[src/logic/pfps_pkg.sv]
// pfps_pkg: register map, reset values, field positions and carrier types
// for the port function pin select block.
// assumes a 32-bit classic Wishbone bus with byte-wide registers in lane 0.
package pfps_pkg;

  localparam int ADR_W = 8;

  // register byte addresses, one aligned word each
  localparam logic [7:0] OFS_CS_EN = 8'h00;
  localparam logic [7:0] OFS_CS_ROUTE = 8'h04;
  localparam logic [7:0] OFS_BUS_CTRL = 8'h08;
  localparam logic [7:0] OFS_ADDR_HI = 8'h0C;
  localparam logic [7:0] OFS_STROBE_TCLK = 8'h10;
  localparam logic [7:0] OFS_DMA_ROUTE = 8'h14;
  localparam logic [7:0] OFS_XDMA_ROUTE = 8'h18;

  // values after reset (strap-dependent bits are loaded after release)
  localparam logic [7:0] RST_CS_EN = 8'h00;
  localparam logic [7:0] RST_CS_ROUTE = 8'h00;
  localparam logic [7:0] RST_BUS_CTRL = 8'h02;
  localparam logic [7:0] RST_ADDR_HI = 8'h00;
  localparam logic [7:0] RST_STROBE_TCLK = 8'hE0;
  localparam logic [7:0] RST_DMA_ROUTE = 8'h00;
  localparam logic [7:0] RST_XDMA_ROUTE = 8'h00;

  // writable bits and bits that always read as one
  localparam logic [7:0] WMASK_BUS_CTRL = 8'h76;
  localparam logic [7:0] WMASK_ADDR_HI = 8'h1F;
  localparam logic [7:0] WMASK_STROBE_TCLK = 8'h48;
  localparam logic [7:0] ONES_STROBE_TCLK = 8'hA0;

  // field positions
  localparam int CS0_EN_BIT = 0;
  localparam int CS2_ROUTE_BIT = 6;
  localparam int BS_ROUTE_BIT = 5;
  localparam int BS_OUT_EN_BIT = 4;
  localparam int RW_OUT_EN_BIT = 2;
  localparam int AS_OUT_EN_BIT = 1;
  localparam int UBW_EN_BIT = 6;
  localparam int TCLK_ROUTE_BIT = 3;
  localparam int ADDR_HI_LINES = 5;

  // two-bit pin-select codes
  localparam logic [1:0] ROUTE_A = 2'b00;
  localparam logic [1:0] ROUTE_B = 2'b01;

  typedef struct packed {
    logic [7:0] cs_en;
    logic [7:0] cs_route;
    logic [7:0] bus_ctrl;
    logic [7:0] addr_hi;
    logic [7:0] strobe_tclk;
    logic [7:0] dma_route;
    logic [7:0] xdma_route;
  } pfps_cfg_t;

  typedef struct packed {
    logic [3:0] pb_o;
    logic [3:0] pb_fn;
    logic [7:0] pa_o;
    logic [7:0] pa_fn;
    logic [4:0] pf_o;
    logic [4:0] pf_fn;
    logic [7:0] p1_o;
    logic [7:0] p1_fn;
    logic [5:0] p6_o;
    logic [5:0] p6_fn;
    logic [3:0] dma_req_n;
    logic [1:0] xdma_req_n;
    logic [3:0] tclk;
  } pfps_pins_t;

endpackage

[src/logic/pfps_top.sv]
// pfps_top: port function pin select logic with its Wishbone register file.
// assumes peripheral strobes are active low, pin inputs are synchronous to
// CLK_I, and mode straps are stable from reset release onward.
//
// Our own choices: the register addresses and the Wishbone slave port.
`timescale 1ns/1ns

module pfps_top (
  input wire logic CLK_I,
  input wire logic RST_N_I,
  input wire logic CYC_I,
  input wire logic STB_I,
  input wire logic WE_I,
  input wire logic [3:0] SEL_I,
  input wire logic [pfps_pkg::ADR_W-1:0] ADR_I,
  input wire logic [31:0] DAT_I,
  output logic [31:0] DAT_O,
  output logic ACK_O,
  input wire logic EXT_MODE_I,
  input wire logic ROM_DIS_I,
  input wire logic EXPAND_EN_I,
  input wire logic SDRAM_BYTE_CTRL_I,
  input wire logic [7:0] CS_N_I,
  input wire logic BS_N_I,
  input wire logic AS_N_I,
  input wire logic RW_I,
  input wire logic UB_WSTROBE_N_I,
  input wire logic [4:0] ADDR_HI_I,
  input wire logic [3:0] DMA_ACK_N_I,
  input wire logic [3:0] DMA_END_N_I,
  input wire logic [1:0] XDMA_ACK_N_I,
  input wire logic [1:0] XDMA_END_N_I,
  input wire logic [1:0] XDMA_RAK_N_I,
  input wire logic [7:0] P1_I,
  input wire logic [5:0] P6_I,
  output logic [3:0] PB_O,
  output logic [3:0] PB_FN_O,
  output logic [7:0] PA_O,
  output logic [7:0] PA_FN_O,
  output logic [4:0] PF_O,
  output logic [4:0] PF_FN_O,
  output logic [7:0] P1_O,
  output logic [7:0] P1_FN_O,
  output logic [5:0] P6_O,
  output logic [5:0] P6_FN_O,
  output logic [3:0] DMA_REQ_N_O,
  output logic [1:0] XDMA_REQ_N_O,
  output logic [3:0] TCLK_O,
  output logic TCLK_EN_O
);
  import pfps_pkg::*;

  typedef struct packed {
    pfps_cfg_t cfg;
    pfps_pins_t pins;
    logic init_done;
    logic ack;
    logic [31:0] rdata;
  } pfps_state_t;

  pfps_state_t st_r;
  pfps_state_t st_nxt;

  logic req;
  logic wr_go;
  logic [7:0] rd_byte;
  logic [7:0] wbyte;
  logic [7:0] cs_pin_n [4];
  logic [7:0] cs_on;
  logic [1:0] cs7_code;
  logic [1:0] cs6_code;
  logic [1:0] cs5_code;
  logic [1:0] cs4_code;
  logic [1:0] dma_code [4];
  logic [1:0] xdma_code [2];
  logic [1:0] x_on_p1;
  logic [1:0] x_on_p6;
  logic [3:0] d_on;
  logic bs_on;
  logic rw_on;

  assign req = CYC_I & STB_I;
  // write lands on the edge where the master samples ack high
  assign wr_go = req & st_r.ack & WE_I & SEL_I[0];
  assign wbyte = DAT_I[7:0];

  assign cs7_code = st_r.cfg.cs_route[7:6];
  assign cs6_code = st_r.cfg.cs_route[5:4];
  assign cs5_code = st_r.cfg.cs_route[3:2];
  assign cs4_code = st_r.cfg.cs_route[1:0];

  // register readback; reserved bits are forced here and again when written, except the ext DMA register's upper four
  always_comb begin
    unique case (ADR_I)
      OFS_CS_EN: rd_byte = st_r.cfg.cs_en;
      OFS_CS_ROUTE: rd_byte = st_r.cfg.cs_route;
      OFS_BUS_CTRL: rd_byte = st_r.cfg.bus_ctrl & WMASK_BUS_CTRL;
      OFS_ADDR_HI: rd_byte = st_r.cfg.addr_hi & WMASK_ADDR_HI;
      OFS_STROBE_TCLK: rd_byte = (st_r.cfg.strobe_tclk & WMASK_STROBE_TCLK)
                                 | ONES_STROBE_TCLK;
      OFS_DMA_ROUTE: rd_byte = st_r.cfg.dma_route;
      OFS_XDMA_ROUTE: rd_byte = st_r.cfg.xdma_route;
      default: rd_byte = 8'h00;
    endcase
  end

  // chip-select routing: each pin collects every select mapped onto it
  always_comb begin
    cs_on = st_r.cfg.cs_en & {8{EXPAND_EN_I}};
    for (int p = 0; p < 4; p++) begin
      cs_pin_n[p] = 8'hFF;
    end
    if (cs_on[7] && cs7_code == ROUTE_A) begin
      cs_pin_n[3][7] = CS_N_I[7];
    end
    if (cs_on[7] && cs7_code == ROUTE_B) begin
      cs_pin_n[1][7] = CS_N_I[7];
    end
    if (cs_on[6] && cs6_code == ROUTE_A) begin
      cs_pin_n[2][6] = CS_N_I[6];
    end
    if (cs_on[6] && cs6_code == ROUTE_B) begin
      cs_pin_n[1][6] = CS_N_I[6];
    end
    if (cs_on[5] && cs5_code == ROUTE_A) begin
      cs_pin_n[1][5] = CS_N_I[5];
    end
    if (cs_on[5] && cs5_code == ROUTE_B) begin
      cs_pin_n[0][5] = CS_N_I[5];
    end
    if (cs_on[4] && cs4_code == ROUTE_A) begin
      cs_pin_n[0][4] = CS_N_I[4];
    end
    if (cs_on[3]) begin
      cs_pin_n[3][3] = CS_N_I[3];
    end
    if (cs_on[2] && !st_r.cfg.bus_ctrl[CS2_ROUTE_BIT]) begin
      cs_pin_n[2][2] = CS_N_I[2];
    end
    if (cs_on[2] && st_r.cfg.bus_ctrl[CS2_ROUTE_BIT]) begin
      cs_pin_n[1][2] = CS_N_I[2];
    end
    if (cs_on[1]) begin
      cs_pin_n[1][1] = CS_N_I[1];
    end
    if (cs_on[0]) begin
      cs_pin_n[0][0] = CS_N_I[0];
    end
  end

  // DMA pin-select decode; prohibited codes simply route nothing
  always_comb begin
    for (int c = 0; c < 4; c++) begin
      dma_code[c] = st_r.cfg.dma_route[2*c +: 2];
    end
    for (int c = 0; c < 2; c++) begin
      xdma_code[c] = st_r.cfg.xdma_route[2*c +: 2];
      x_on_p1[c] = (xdma_code[c] == ROUTE_A);
      x_on_p6[c] = (xdma_code[c] == ROUTE_B);
    end
    d_on[0] = (dma_code[0] == ROUTE_A);
    d_on[1] = (dma_code[1] == ROUTE_A);
    d_on[2] = (dma_code[2] == ROUTE_B);
    d_on[3] = (dma_code[3] == ROUTE_B);
  end

  assign bs_on = EXPAND_EN_I & st_r.cfg.bus_ctrl[BS_OUT_EN_BIT];
  assign rw_on = EXPAND_EN_I &
                 (st_r.cfg.bus_ctrl[RW_OUT_EN_BIT] | SDRAM_BYTE_CTRL_I);

  always_comb begin
    st_nxt = st_r;

    // bus slave: one wait state, ack dropped the cycle after it is given
    st_nxt.ack = req & ~st_r.ack & st_r.init_done;
    if (req & ~st_r.ack) begin
      st_nxt.rdata = {24'h00_0000, rd_byte};
    end

    // straps are caught on the first clock after reset release
    if (!st_r.init_done) begin
      st_nxt.init_done = 1'b1;
      st_nxt.cfg.cs_en[CS0_EN_BIT] = EXT_MODE_I;
      st_nxt.cfg.addr_hi = {3'b000, {ADDR_HI_LINES{ROM_DIS_I}}};
    end

    // writes take effect at ack edge
    if (wr_go) begin
      unique case (ADR_I)
        OFS_CS_EN: st_nxt.cfg.cs_en = wbyte;
        OFS_CS_ROUTE: st_nxt.cfg.cs_route = wbyte;
        OFS_BUS_CTRL: st_nxt.cfg.bus_ctrl = wbyte & WMASK_BUS_CTRL;
        OFS_ADDR_HI: st_nxt.cfg.addr_hi = wbyte & WMASK_ADDR_HI;
        OFS_STROBE_TCLK: st_nxt.cfg.strobe_tclk =
          (wbyte & WMASK_STROBE_TCLK) | ONES_STROBE_TCLK;
        OFS_DMA_ROUTE: st_nxt.cfg.dma_route = wbyte;
        OFS_XDMA_ROUTE: st_nxt.cfg.xdma_route = wbyte;
        default: st_nxt.cfg = st_r.cfg;
      endcase
    end

    // pin outputs are registered so every data output comes from a flop
    for (int p = 0; p < 4; p++) begin
      st_nxt.pins.pb_o[p] = &cs_pin_n[p];
    end
    st_nxt.pins.pb_fn[3] = cs_on[3] | (cs_on[7] & (cs7_code == ROUTE_A));
    st_nxt.pins.pb_fn[2] = (cs_on[2] & ~st_r.cfg.bus_ctrl[CS2_ROUTE_BIT])
                           | (cs_on[6] & (cs6_code == ROUTE_A));
    st_nxt.pins.pb_fn[1] = cs_on[1]
                           | (cs_on[2] & st_r.cfg.bus_ctrl[CS2_ROUTE_BIT])
                           | (cs_on[5] & (cs5_code == ROUTE_A))
                           | (cs_on[6] & (cs6_code == ROUTE_B))
                           | (cs_on[7] & (cs7_code == ROUTE_B));
    st_nxt.pins.pb_fn[0] = cs_on[0]
                           | (cs_on[4] & (cs4_code == ROUTE_A))
                           | (cs_on[5] & (cs5_code == ROUTE_B));

    st_nxt.pins.pa_o = 8'hFF;
    st_nxt.pins.pa_fn = 8'h00;
    if (bs_on && !st_r.cfg.bus_ctrl[BS_ROUTE_BIT]) begin
      st_nxt.pins.pa_o[0] = BS_N_I;
      st_nxt.pins.pa_fn[0] = 1'b1;
    end
    if (rw_on) begin
      st_nxt.pins.pa_o[1] = RW_I;
      st_nxt.pins.pa_fn[1] = 1'b1;
    end
    if (EXPAND_EN_I && EXT_MODE_I && st_r.cfg.strobe_tclk[UBW_EN_BIT]) begin
      st_nxt.pins.pa_o[4] = UB_WSTROBE_N_I;
      st_nxt.pins.pa_fn[4] = 1'b1;
    end
    if (EXPAND_EN_I && st_r.cfg.bus_ctrl[AS_OUT_EN_BIT]) begin
      st_nxt.pins.pa_o[6] = AS_N_I;
      st_nxt.pins.pa_fn[6] = 1'b1;
    end
    // two strobes on A6 share it like chip selects do
    if (bs_on && st_r.cfg.bus_ctrl[BS_ROUTE_BIT]) begin
      st_nxt.pins.pa_o[6] = st_nxt.pins.pa_o[6] & BS_N_I;
      st_nxt.pins.pa_fn[6] = 1'b1;
    end

    for (int a = 0; a < ADDR_HI_LINES; a++) begin
      st_nxt.pins.pf_fn[a] = EXPAND_EN_I & st_r.cfg.addr_hi[a];
      st_nxt.pins.pf_o[a] = st_nxt.pins.pf_fn[a] & ADDR_HI_I[a];
    end

    // port 1: DMA 0 on bits 0-2, DMA 1 on 4-6, ext DMA on 0-3 / 4-7
    st_nxt.pins.p1_o = 8'hFF;
    st_nxt.pins.p1_fn = 8'h00;
    st_nxt.pins.p6_o = 6'h3F;
    st_nxt.pins.p6_fn = 6'h00;
    st_nxt.pins.dma_req_n = 4'hF;
    st_nxt.pins.xdma_req_n = 2'b11;
    for (int c = 0; c < 2; c++) begin
      if (x_on_p1[c]) begin
        st_nxt.pins.xdma_req_n[c] = P1_I[4*c];
        st_nxt.pins.p1_o[4*c+1] = XDMA_ACK_N_I[c];
        st_nxt.pins.p1_o[4*c+2] = XDMA_END_N_I[c];
        st_nxt.pins.p1_o[4*c+3] = XDMA_RAK_N_I[c];
        st_nxt.pins.p1_fn[4*c+1 +: 3] = 3'b111;
      end
      if (x_on_p6[c]) begin
        st_nxt.pins.xdma_req_n[c] = P6_I[3*c];
        st_nxt.pins.p6_o[3*c+1] = XDMA_END_N_I[c];
        st_nxt.pins.p6_o[3*c+2] = XDMA_ACK_N_I[c];
        st_nxt.pins.p6_fn[3*c+1 +: 2] = 2'b11;
      end
      if (d_on[c]) begin
        st_nxt.pins.dma_req_n[c] = P1_I[4*c];
        st_nxt.pins.p1_o[4*c+1] = st_nxt.pins.p1_o[4*c+1] & DMA_ACK_N_I[c];
        st_nxt.pins.p1_o[4*c+2] = st_nxt.pins.p1_o[4*c+2] & DMA_END_N_I[c];
        st_nxt.pins.p1_fn[4*c+1 +: 2] = 2'b11;
      end
      if (d_on[c+2]) begin
        st_nxt.pins.dma_req_n[c+2] = P6_I[3*c];
        st_nxt.pins.p6_o[3*c+1] = st_nxt.pins.p6_o[3*c+1] & DMA_END_N_I[c+2];
        st_nxt.pins.p6_o[3*c+2] = st_nxt.pins.p6_o[3*c+2] & DMA_ACK_N_I[c+2];
        st_nxt.pins.p6_fn[3*c+1 +: 2] = 2'b11;
      end
    end

    st_nxt.pins.tclk = st_r.cfg.strobe_tclk[TCLK_ROUTE_BIT] ? P1_I[7:4]
                                                             : 4'h0;
  end

  always_ff @(posedge CLK_I or negedge RST_N_I) begin
    if (!RST_N_I) begin
      st_r.cfg <= '{cs_en: RST_CS_EN, cs_route: RST_CS_ROUTE,
                    bus_ctrl: RST_BUS_CTRL, addr_hi: RST_ADDR_HI,
                    strobe_tclk: RST_STROBE_TCLK,
                    dma_route: RST_DMA_ROUTE,
                    xdma_route: RST_XDMA_ROUTE};
      st_r.pins <= '{pb_o: 4'hF, pb_fn: 4'h0, pa_o: 8'hFF, pa_fn: 8'h00,
                     pf_o: 5'h00, pf_fn: 5'h00, p1_o: 8'hFF, p1_fn: 8'h00,
                     p6_o: 6'h3F, p6_fn: 6'h00, dma_req_n: 4'hF,
                     xdma_req_n: 2'b11, tclk: 4'h0};
      st_r.init_done <= 1'b0;
      st_r.ack <= 1'b0;
      st_r.rdata <= 32'h0000_0000;
    end else begin
      st_r <= st_nxt;
    end
  end

  assign DAT_O = st_r.rdata;
  assign ACK_O = st_r.ack;
  assign PB_O = st_r.pins.pb_o;
  assign PB_FN_O = st_r.pins.pb_fn;
  assign PA_O = st_r.pins.pa_o;
  assign PA_FN_O = st_r.pins.pa_fn;
  assign PF_O = st_r.pins.pf_o;
  assign PF_FN_O = st_r.pins.pf_fn;
  assign P1_O = st_r.pins.p1_o;
  assign P1_FN_O = st_r.pins.p1_fn;
  assign P6_O = st_r.pins.p6_o;
  assign P6_FN_O = st_r.pins.p6_fn;
  assign DMA_REQ_N_O = st_r.pins.dma_req_n;
  assign XDMA_REQ_N_O = st_r.pins.xdma_req_n;
  assign TCLK_O = st_r.pins.tclk;
  assign TCLK_EN_O = st_r.cfg.strobe_tclk[TCLK_ROUTE_BIT];

endmodule // pfps_top

[config.mk]
export PLATFORM = sky130hd
export DESIGN_NAME = pfps_top
export DESIGN_NICKNAME = d
export VERILOG_FILES = /design/src/logic/pfps_pkg.sv /design/src/logic/pfps_top.sv
export SDC_FILE = /design/constraint.sdc
export NUM_CORES = 1
export LEC_CHECK = 0
export ABC_AREA = 1
export BUFFER_PORTS_ARGS = -buffer_cell sky130_fd_sc_hd__buf_2
export CORE_MARGIN = 2
export CORE_UTILIZATION = 50
export DETAILED_ROUTE_END_ITERATION = 6
export GPL_ROUTABILITY_DRIVEN = 0
export GPL_TIMING_DRIVEN = 0
export PLACE_DENSITY = 0.77
export SYNTH_ARGS = -nofsm -noshare
export SYNTH_HDL_FRONTEND = slang
export SYNTH_SLANG_ARGS = --single-unit
[constraint.sdc]
create_clock -name CLK_I -period 1.8 [get_ports CLK_I]
set_input_delay 0.18 -clock CLK_I [delete_from_list [all_inputs] [get_ports CLK_I]]
set_output_delay 0.18 -clock CLK_I [all_outputs]
set_load 0.01 [all_outputs]
# After elaboration in Yosys (flattened, before gate mapping)
# Cells that the tools add are included.
[classes]
reduce_logical = 37
n_mux = 58
order_cmp = 0
n_eq_ne = 15
add_sub_neg = 0
div = 0
n_shift = 0
bitwise_logic = 49
multipliers = 0
[op_table]
columns = ["op", "count"]
rows = [
  ["8-bit case mux with 7 select lines", 1],
  ["49-bit 2-to-1 mux", 1],
  ["1-bit bitwise AND", 36],
  ["8-bit 2-to-1 mux", 4],
  ["8-bit case mux with 2 select lines", 2],
  ["1-bit 2-to-1 mux", 31],
  ["8-bit by 5-bit == test with 1-bit output, second input constant", 3],
  ["2-bit 2-to-1 mux", 12],
  ["8-bit by 4-bit == test with 1-bit output, second input constant", 2],
  ["2-bit zero test", 8],
  ["2-bit by 1-bit == test with 1-bit output, second input constant", 7],
  ["1-bit logical AND", 14],
  ["7-bit 2-to-1 mux", 2],
  ["2-bit AND reduction", 7],
  ["3-bit 2-to-1 mux", 4],
  ["6-bit OR reduction", 2],
  ["1-bit OR", 9],
  ["8-bit bitwise AND", 1],
  ["8-bit by 3-bit == test with 1-bit output, second input constant", 1],
  ["8-bit zero test", 1],
  ["3-bit by 2-bit != test with 1-bit output, second input constant", 2],
  ["3-bit AND reduction", 2],
  ["5-bit AND reduction", 1],
  ["4-bit 2-to-1 mux", 1],
  ["2 further kinds", 5],
]
[word_totals]
latch_bits = 0
ram_bits = 0
romBits = 0
elab_cells = 183
mem_count = 0
reg_bits = 113

# Logic depth before layout (Yosys ltp)
# Gate-level depths: netlist (run 1).
[logic_depth]
word_depth = 6
mapped_depth = 11

# Worst setup path before layout (run 1)
# Ideal clock, no wire load.
[synth_path]
path_kind = "reg-to-reg"
from = "register st_r, in the netlist ACK_O"
to = "register st_r[133] in the netlist's numbering"
setup_slack_ns = 0.449
path_stages_with_launch = 9
path_buffers = 0
t_required_ns = 1.735
arrival_time_ns = 1.286
cell_sequence = "dfrtp_1 nand3_2 nor2_4 nand2_1 nor2_2 nand2_2 nand2_1 nand3_1 nand2_1"
[synth_between]
elab_chain_len = 4
[synth_lines]
columns = ["element", "line_no", "source"]
rows = [
  ["from (decl)", "pfps_top.sv:61", "pfps_state_t st_r;"],
  ["from (signal assigned)", "pfps_top.sv:301", "st_r <= st_nxt;"],
  ["1-bit bitwise AND (*) (3 in series)", "pfps_top.sv:84", "assign wr_go = req & st_r.ack & WE_I & SEL_I[0];"],
  ["3-bit by 2-bit != test with 1-bit output (no source line) / 49-bit 2-to-1 mux (equally long branches)", "--", ""],
]
# Every way passes the cells marked *; elsewhere a longest branch is shown, timed or not.
# A chain may end at the register's enable or synchronous reset.

# Worst setup path in the final report (run 1)
[layout_path]
from = "register st_r, in the netlist ACK_O"
to = "register st_r[131] in the netlist's numbering"
# Same word-level chain as after synthesis.

==> flow_summary_export.csv, run 1 <==
group,metric,value,unit
setup_path,worst_setup_path_start_kind,"flip-flop",
synthesis,synth_top_cell_by_area,"dfrtp_1",
floorplanning,coreArea,10700,µm²
cts,clk_pin_slew_worst_paths,0.09,ns
setup_path,cp.arrival,1.89,ns
floorplanning,rows,38,
setup_path,critPathBufInv,0,
cells_and_area,fillers,927,
place,place_ws,0.243,ns
synthesis,syn_inst,637,
status,status,"finished, final reports clean",
setup_path,ff2ff_path_depth,8,
sta,hold_viol_final,0,
place,place_inst,945,
floorplanning,start_util,0.507,
cells_and_area,fin_cells,966,
setup_path,critical_path_depth,8,
detailed_routing,antenna_left,0,
power_and_ir_drop,p_seq_frac,0.553,
cells_and_area,drive_above_1_share,0.374,
sta,period_needed,1.58,ns
detailed_routing,via_per_inst,4.71,
cells_and_area,syn_to_final_growth,22.9,%
power_and_ir_drop,p_sw,0.00107,W
power_and_ir_drop,ir_worst_vdd,0.000318,V
cells_and_area,final_common_cell,"nand2_1",
floorplanning,io_pins,204,
cts,cts_buffers,9,
setup_path,endpoint_kind,"flip-flop",
grt,grt.total_usage,0.213,
synthesis,ys_seq_area_frac,0.495,
power_and_ir_drop,p_comb_frac,0.118,
synthesis,netlist_area,5430,µm²
setup_path,slowest_delay,0.41,ns
sta,finalCritPeriodShare,0.878,
synthesis,avgSynthCellArea,8.52,µm²
detailed_routing,wire_per_inst,12.7,µm
power_and_ir_drop,p_int,0.00342,W
place,dp_hpwl,9.48,mm
detailed_routing,firstDrtPassIters,5,
grt,antenna_found_initial,0,
detailed_routing,via_count,4551,
hold_path,hp-class,"input pin to flip-flop",
sta,setup_viol_count_final,0,
power_and_ir_drop,p_clk_frac,0.329,
synthesis,synth_cell_types,35,
sta,clock.fmax,633,MHz
setup_path,crit_top_cell,"nand2_1",
sta,finalMaxSlewViolations,0,
setup_path,path_cells,"nand3_2 -> nor2_4 -> nand2_1 -> nor2_2 -> nand2_2 -> nand2_1 -> nand3_1 -> nand2_1",
sta,rsz0062_at_grt,"no",
cts,worstSkewPairLatency,0.36,ns
sta,skew,0.00773,ns
setup_path,crit_family,"simple AND/OR/NAND/NOR gates",
cts,ctsResizeCount,0,
run,cap_violations,0,
cts,clk_path_buf_depth,2,
cts,htree_num_levels,3,
sta,hold-worst-slack,0.0100,ns
hold_path,min_path_cells,3,
setup_path,r2r_slack,0.22,ns
setup_path,cp.required,2.11,ns
cts,numClockSinks,106,
cts,cts_tree,"yes",
place,port_buffers,128,
power_and_ir_drop,power.density,673,nW/µm²
grt,grt_pass1_wl,19.5,mm
detailed_routing,drtIter0Drc,327,
grt,grt-ovfl-total,0,
sta,fin_setup_tns,0,ns
floorplanning,dieArea,11700,µm²
synthesis,synth_top_cell_area_share,0.369,
synthesis,yosysWarnings,0,
cts,cts_setup_buffers,0,
cts,cts_root_buffer,"clkbuf_8",
setup_path,slowest_stage,"dfrtp_1",
floorplanning,die_h,108,µm
floorplanning,die_x,108,µm
sta,setup_ws,0.220,ns
synthesis,ys_ff_latch,106,
cells_and_area,multi_input_comb_area,1730,µm²
power_and_ir_drop,p_sw_frac,0.239,
detailed_routing,wl,12.2,mm
grt,first_global_vias,4327,
cells_and_area,antenna_cells,0,
cells_and_area,nets,919,
sta,slew_headroom,0.628,
setup_path,critical_path_class,"flip-flop to flip-flop",
setup_path,cp_max_fo,8,
cells_and_area,regArea,2690,µm²
power_and_ir_drop,leakagePower,3.72,nW
synthesis,ys_top_cells_by_area,"dfrtp_1 37%, buf_4 14%, dfstp_2 13%, nand2_1 10%, inv_1 5.5%",
cells_and_area,layout_common_cells,"147 x nand2_1, 128 x buf_2, 105 x buf_4",
detailed_routing,drc,0,
grt,grt_start_max_net_pins,75,
sta,worstMarginPinSlew,0.557,ns
## cell families after synthesis
group / synth area share
simple gates: 0.209
buf+inv: 0.212
flops: 0.495
compound gates: 0.0821
other cells: 0.00138
## registers in the layout, summed over array words and instances, names as in the netlist, 4 cells and up
signal / cells
st_r: 28
DAT_O: 8
dma_code: 8
P1_O: 6
PF_FN_O: 5
PF_O: 5
DMA_REQ_N_O: 4
P1_FN_O: 4
P6_O: 4
PA_FN_O: 4
PA_O: 4
PB_FN_O: 4
PB_O: 4
TCLK_O: 4
## path summary, 6_finish.rpt
check | to | start
max in group asynchronous | P1_O[1] | RST_N_I
worst min register to register | DAT_O[1] | DAT_O[1]
worst min-delay path | TCLK_O[3] | P1_I[7]
min in group asynchronous | cs7_code[1] | RST_N_I
worst max-delay path | st_r[131] | ACK_O
worst max register to register | st_r[131] | ACK_O
## metal layers
| layer | GRT usage | vias to the layer above | wire, µm |
|---|---|---|---|
| met2 | 0.362 | 229 | 5860 |
| met5 | 0 | - | 0 |
| met4 | 0.0925 | 0 | 322 |
| met3 | 0.0301 | 31 | 1060 |
| li1 | - | 2199 | - |
| met1 | 0.271 | 2092 | 5000 |
## through the flow
step	utilization	cell area (µm²)	power, W
finish	0.623	6670	0.00449
global route	0.623	6670	0.00468
CTS	0.623	6670	0.00452
detailed placement	0.600	6420	0.00305
global placement	0.597	6390	0.00302
floorplan	-	5570	0.00282
## Yosys cell counts, drive strengths merged
library cell,n
or2,4
clkbuf,3
nand4,2
nand2,156
dfrtp,80
nand3b,1
nand3,31
inv,83
nor3,4
o21ai,54
o21bai,1
nor4,1
and3,1
o32ai,1
a22o,1
conb,2
dfstp,26
buf,109
nor2,49
o22ai,12
a21oi,15
clkinv,1
## power by group through the flow
stage / Sequential (W) / Clock [W] / Combinational, W
after global placement: 0.00252 / 0 / 0.000499
after floorplan: 0.00252 / 0 / 0.000307
after detailed placement: 0.00253 / 0 / 0.000519
after global routing: 0.00249 / 0.00161 / 0.000586
final: 0.00248 / 0.00148 / 0.000528
after CTS: 0.00248 / 0.00151 / 0.000528
## layout make-up
cell class | count | share of cell area
flip-flops and latches | 106 | 0.403
multi-input cells | 374 | 0.260
plain buffers | 112 | 0.125
repair buffers | 134 | 0.108
inverters | 84 | 0.0477
well taps | 140 | 0.0263
clock buffers | 14 | 0.0244
clock inverters | 2 | 0.00526
## worst register-to-register path, stage by stage (launching register included)
cell,delay [ns]
dfrtp_1,0.41
nand3_2,0.15
nor2_4,0.26
nand2_1,0.13
nor2_2,0.24
nand2_2,0.13
nand2_1,0.08
nand3_1,0.08
nand2_1,0.06
## timing repair
action,in CTS,in global routing
hold buffers,5,0
setup endpoints to repair,0,0
endpoints found under the hold margin,33,0
Power figures use the tool's default switching activity.
==> inputs of run 2 (changes only) <==
--- a/config.mk
+++ b/config.mk
@@ -13,6 +13,7 @@
 export GPL_ROUTABILITY_DRIVEN = 0
 export GPL_TIMING_DRIVEN = 0
 export PLACE_DENSITY = 0.77
+export RECOVER_POWER = 25
 export SYNTH_ARGS = -nofsm -noshare
 export SYNTH_HDL_FRONTEND = slang
 export SYNTH_SLANG_ARGS = --single-unit
==> flow_summary_export.csv, run 2 (synthesis results as in run 1) <==
group,metric,value,unit
setup_path,crit_path_end,"st_r[130]",
detailed_routing,via_count,4549,
cts,numClockSinks,106,
cells_and_area,layout_common_cells,"147 x nand2_1, 128 x buf_2, 104 x buf_4",
sta,finalMaxSlewViolations,0,
place,dp_hpwl,9.48,mm
setup_path,ff2ff_path_depth,8,
detailed_routing,antenna_left,0,
power_and_ir_drop,leakagePower,3.72,nW
sta,worstMarginPinSlew,0.861,ns
cells_and_area,drive_above_1_share,0.374,
sta,slew_headroom,0.426,
cts,cts_setup_buffers,0,
floorplanning,dieArea,11700,µm²
cells_and_area,largest_reg_flops,28,
status,status,"finished, final reports clean",
place,port_buffers,128,
cts,postCtsHoldBufs,5,
detailed_routing,drtIter0Drc,327,
detailed_routing,drc,0,
grt,grt.total_usage,0.213,
detailed_routing,via_per_inst,4.71,
place,place_ws,0.243,ns
grt,grt-ovfl-total,0,
setup_path,cp.required,2.11,ns
sta,setup_viol_count_final,0,
floorplanning,die_h,108,µm
cells_and_area,regMostFlops,"st_r",
cts,clk_path_buf_depth,2,
setup_path,critical_path_class,"flip-flop to flip-flop",
cts,clk_pin_slew_worst_paths,0.09,ns
cts,cts_root_buffer,"clkbuf_8",
detailed_routing,wire_per_inst,12.7,µm
grt,met1_usage,0.271,
floorplanning,rows,38,
grt,first_global_vias,4327,
sta,hold_viol_final,0,
power_and_ir_drop,ir_worst_vdd,0.000319,V
cells_and_area,syn_to_final_growth,22.8,%
cts,cts_tree,"yes",
setup_path,r2r-start,"ACK_O",
cts,cts_buffers,9,
grt,grt_start_max_net_pins,75,
setup_path,worst_setup_path_start_kind,"flip-flop",
power_and_ir_drop,power.density,674,nW/µm²
setup_path,cp.arrival,1.89,ns
sta,period_needed,1.58,ns
sta,rsz0062_at_grt,"no",
setup_path,endpoint_kind,"flip-flop",
detailed_routing,wl,12.3,mm
run,cap_violations,0,
setup_path,r2r-end,"st_r[130]",
grt,busiest_layer,"met2",
cts,worstSkewPairLatency,0.36,ns
setup_path,startpoint,"ACK_O",
detailed_routing,firstDrtPassIters,5,
hold_path,hp-class,"input pin to flip-flop",
setup_path,r2r_slack,0.22,ns
floorplanning,die_x,108,µm
floorplanning,start_util,0.507,
sta,setup_ws,0.216,ns
floorplanning,coreArea,10700,µm²
setup_path,cp_max_fo,8,
grt,grt_pass1_wl,19.5,mm
grt,grt.met3_usage,0.0301,
sta,skew,0.00833,ns
cells_and_area,final_common_cell,"nand2_1",
sta,finalCritPeriodShare,0.880,
floorplanning,io_pins,204,
cts,ctsResizeCount,0,
cells_and_area,fillers,928,
grt,grt_use_met2,0.362,
sta,clock.fmax,631,MHz
cells_and_area,nets,919,
cells_and_area,postLayoutCoreUtil,0.623,
grt,antenna_found_initial,0,
cts,htree_num_levels,3,
cells_and_area,antenna_cells,0,
run 2: cell types whose count changed in the layout (fill, tap and decap cells not counted):
cell | before | now
clkbuf_2 | 0 | 1
buf_4 | 105 | 104
run 2: final cells by class:
class | instances | area, µm² | area share
sequential | 106 | 2690 | 0.403
tap | 140 | 175 | 0.0263
inverter | 84 | 318 | 0.0477
clock buffer | 14 | 163 | 0.0244
timing repair buffer | 134 | 718 | 0.108
buffer | 112 | 835 | 0.125
clock inverter | 2 | 35.0 | 0.00526
multi-input combinational | 374 | 1730 | 0.260
run 2: worst min-delay path by stage:
stage	startpoint	endpoint	slack, ns	cells past startpoint
after global routing	XDMA_RAK_N_I[1]	P1_O[7]	0.01	2
final	P1_I[7]	TCLK_O[3]	0.009	3
after detailed placement	RST_N_I	cs7_code[0]	0.15	1
after floorplan	RST_N_I	ACK_O	-0.12	0
after global placement	RW_I	PA_O[1]	0.36	3
after CTS	P1_I[7]	TCLK_O[3]	0.0003	3
run 2: per-layer routing:
metal,vias to the layer above,part of all wire,routed length [µm]
met2,232,0.48,5880
met3,27,0.087,1070
li1,2201,-,-
met1,2089,0.41,5020
met5,-,0,0
met4,0,0.024,289
run 2: power breakdown:
group	internal [W]	total, W	switching (W)
clock network	0.000720	0.00148	0.000762
logic	0.000243	0.000527	0.000285
registers	0.00245	0.00248	0.0000301
run 2: critical path, cell delays in order, from the launching register on:
cell and delay [ns]:
dfrtp_1 0.41, nand3_2 0.15, nor2_4 0.26, nand2_1 0.13
nor2_2 0.24, nand2_2 0.12, nand2_1 0.07, nand3_1 0.07
nand2_1 0.07
run 2: stage by stage:
stage | instances | instance area [µm²] | power (W) | TNS [ns] | hold WS, ns
global route | 966 | 6660 | 0.00468 | 0 | 0.0136
floorplan | 676 | 5570 | 0.00282 | 0 | -0.116
global placement | 944 | 6390 | 0.00302 | -38.62 | 0.365
detailed placement | 945 | 6420 | 0.00305 | 0 | 0.153
finish | 966 | 6660 | 0.00449 | 0 | 0.00897
CTS | 966 | 6670 | 0.00452 | 0 | 0.000297
==> inputs of run 3 (changes only) <==
--- a/config.mk
+++ b/config.mk
@@ -9,6 +9,7 @@
 export BUFFER_PORTS_ARGS = -buffer_cell sky130_fd_sc_hd__buf_2
 export CORE_MARGIN = 2
 export CORE_UTILIZATION = 50
+export CTS_BUF_LIST = sky130_fd_sc_hd__clkbuf_4 sky130_fd_sc_hd__clkbuf_8 sky130_fd_sc_hd__clkbuf_16
 export DETAILED_ROUTE_END_ITERATION = 6
 export GPL_ROUTABILITY_DRIVEN = 0
 export GPL_TIMING_DRIVEN = 0
==> flow_summary_export.csv, run 3 (synthesis results as in run 1) <==
group,metric,value,unit
floorplanning,io_pins,204,
cells_and_area,final_common_cell,"nand2_1",
grt,first_global_vias,4334,
cts,htree_num_levels,3,
cells_and_area,syn_to_final_growth,23.2,%
power_and_ir_drop,p_seq_frac,0.546,
setup_path,r2r-end,"st_r[131]",
setup_path,critical_path_class,"flip-flop to flip-flop",
setup_path,crit_path_end,"st_r[131]",
sta,skew,0.00664,ns
setup_path,cp.required,2.11,ns
sta,period_needed,1.59,ns
power_and_ir_drop,ir_worst_vdd,0.000340,V
detailed_routing,wl,12.3,mm
cells_and_area,fillers,923,
floorplanning,die_x,108,µm
cells_and_area,regMostFlops,"st_r",
cts,cts_tree,"yes",
cts,clk_path_buf_depth,2,
power_and_ir_drop,leakagePower,3.74,nW
power_and_ir_drop,p_int,0.00346,W
cts,worstSkewPairLatency,0.36,ns
setup_path,cp_max_fo,8,
sta,hold_viol_final,0,
cts,clk_pin_slew_worst_paths,0.09,ns
floorplanning,dieArea,11700,µm²
cts,cts_root_buffer,"clkbuf_8",
hold_path,min_path_cells,2,
cts,postCtsHoldBufs,6,
detailed_routing,firstDrtPassIters,5,
hold_path,hp-class,"input pin to flip-flop",
sta,worstMarginPinSlew,0.868,ns
setup_path,worst_setup_path_start_kind,"flip-flop",
setup_path,startpoint,"ACK_O",
floorplanning,start_util,0.507,
setup_path,r2r_slack,0.21,ns
sta,slew_headroom,0.421,
detailed_routing,wire_per_inst,12.7,µm
setup_path,endpoint_kind,"flip-flop",
cells_and_area,layout_common_cells,"147 x nand2_1, 128 x buf_2, 104 x buf_4",
power_and_ir_drop,p_sw_frac,0.238,
detailed_routing,drc,0,
cells_and_area,drive_above_1_share,0.377,
power_and_ir_drop,p_clk_frac,0.337,
floorplanning,coreArea,10700,µm²
setup_path,cp.arrival,1.90,ns
sta,setup_viol_count_final,0,
detailed_routing,drtIter0Drc,366,
place,dp_hpwl,9.48,mm
sta,rsz0062_at_grt,"no",
detailed_routing,antenna_left,0,
floorplanning,die_h,108,µm
run,cap_violations,0,
grt,grt.total_usage,0.213,
cells_and_area,finalInstanceArea,6680,µm²
cells_and_area,antenna_cells,0,
power_and_ir_drop,power.density,680,nW/µm²
place,port_buffers,128,
status,status,"finished, final reports clean",
sta,clock.fmax,629,MHz
cts,ctsResizeCount,0,
sta,finalMaxSlewViolations,0,
grt,antenna_found_initial,0,
power_and_ir_drop,p_comb_frac,0.116,
grt,grt_pass1_wl,19.5,mm
cts,cts_buffers,9,
cells_and_area,nets,920,
setup_path,r2r-start,"ACK_O",
power_and_ir_drop,p_sw,0.00108,W
detailed_routing,via_count,4575,
detailed_routing,via_per_inst,4.73,
power_and_ir_drop,total_power,0.00454,W
floorplanning,rows,38,
place,dpl-instance-area,6420,µm²
grt,grt_start_max_net_pins,75,
setup_path,ff2ff_path_depth,8,
cts,cts_setup_buffers,0,
cts,numClockSinks,106,
grt,grt-ovfl-total,0,
sta,finalCritPeriodShare,0.884,
cells_and_area,largest_reg_flops,28,
run 3: changes by cell type in the layout (fill, tap and decap cells not counted), sizes merged:
cell / delta
dlygate4sd3: +1
run 3: worst min path at each step:
stage	from	slack [ns]	to
after detailed placement	RST_N_I	0.15	cs7_code[0]
after global placement	RW_I	0.36	PA_O[1]
after CTS	XDMA_RAK_N_I[1]	0.002	P1_O[7]
after global routing	XDMA_RAK_N_I[1]	0.01	P1_O[7]
after floorplan	RST_N_I	-0.12	ACK_O
final	XDMA_RAK_N_I[1]	0.01	P1_O[7]
run 3: power groups by stage:
stage	clock network, W	logic, W	registers (W)
3_5_place_dp	0	0.000519	0.00253
4_1_cts	0.00155	0.000530	0.00248
5_1_grt	0.00166	0.000587	0.00249
3_3_place_gp	0	0.000499	0.00252
2_1_floorplan	0	0.000307	0.00252
6_report	0.00153	0.000529	0.00248
run 3: worst max-delay path: stages (launching register included):
cell and delay (ns):
dfrtp_1 0.42, nand3_2 0.15, nor2_4 0.26, nand2_1 0.13, nor2_2 0.24, nand2_2 0.13
nand2_1 0.08, nand3_1 0.08, nand2_1 0.07
run 3: per-stage QoR:
stage	util	worst slack (ns)	instances	TNS, ns	hold WS, ns
after floorplan	-	0.449	676	0	-0.116
after global placement	0.597	-0.490	944	-38.62	0.365
after detailed placement	0.600	0.243	945	0	0.153
after CTS	0.625	0.219	967	0	0.00187
after global routing	0.625	0.0357	967	0	0.0131
final	0.625	0.210	967	0	0.0117
run 3: area by class of cell:
| type | instances | area, µm² | area share |
|---|---|---|---|
| Clock inverter | 2 | 35.0 | 0.00524 |
| Clock buffer | 14 | 174 | 0.0260 |
| Buffer | 112 | 835 | 0.125 |
| Timing Repair Buffer | 135 | 728 | 0.109 |
| Multi-Input combinational cell | 374 | 1730 | 0.259 |
| Tap cell | 140 | 175 | 0.0262 |
| Sequential cell | 106 | 2690 | 0.402 |
| Inverter | 84 | 318 | 0.0475 |
run 3: layer usage:
layer | GRT usage | vias to the layer above | part of all wire
met2 | 0.363 | 232 | 0.48
met3 | 0.0301 | 29 | 0.086
li1 | - | 2207 | -
met1 | 0.272 | 2107 | 0.41
met4 | 0.0925 | 0 | 0.026
met5 | 0 | - | 0
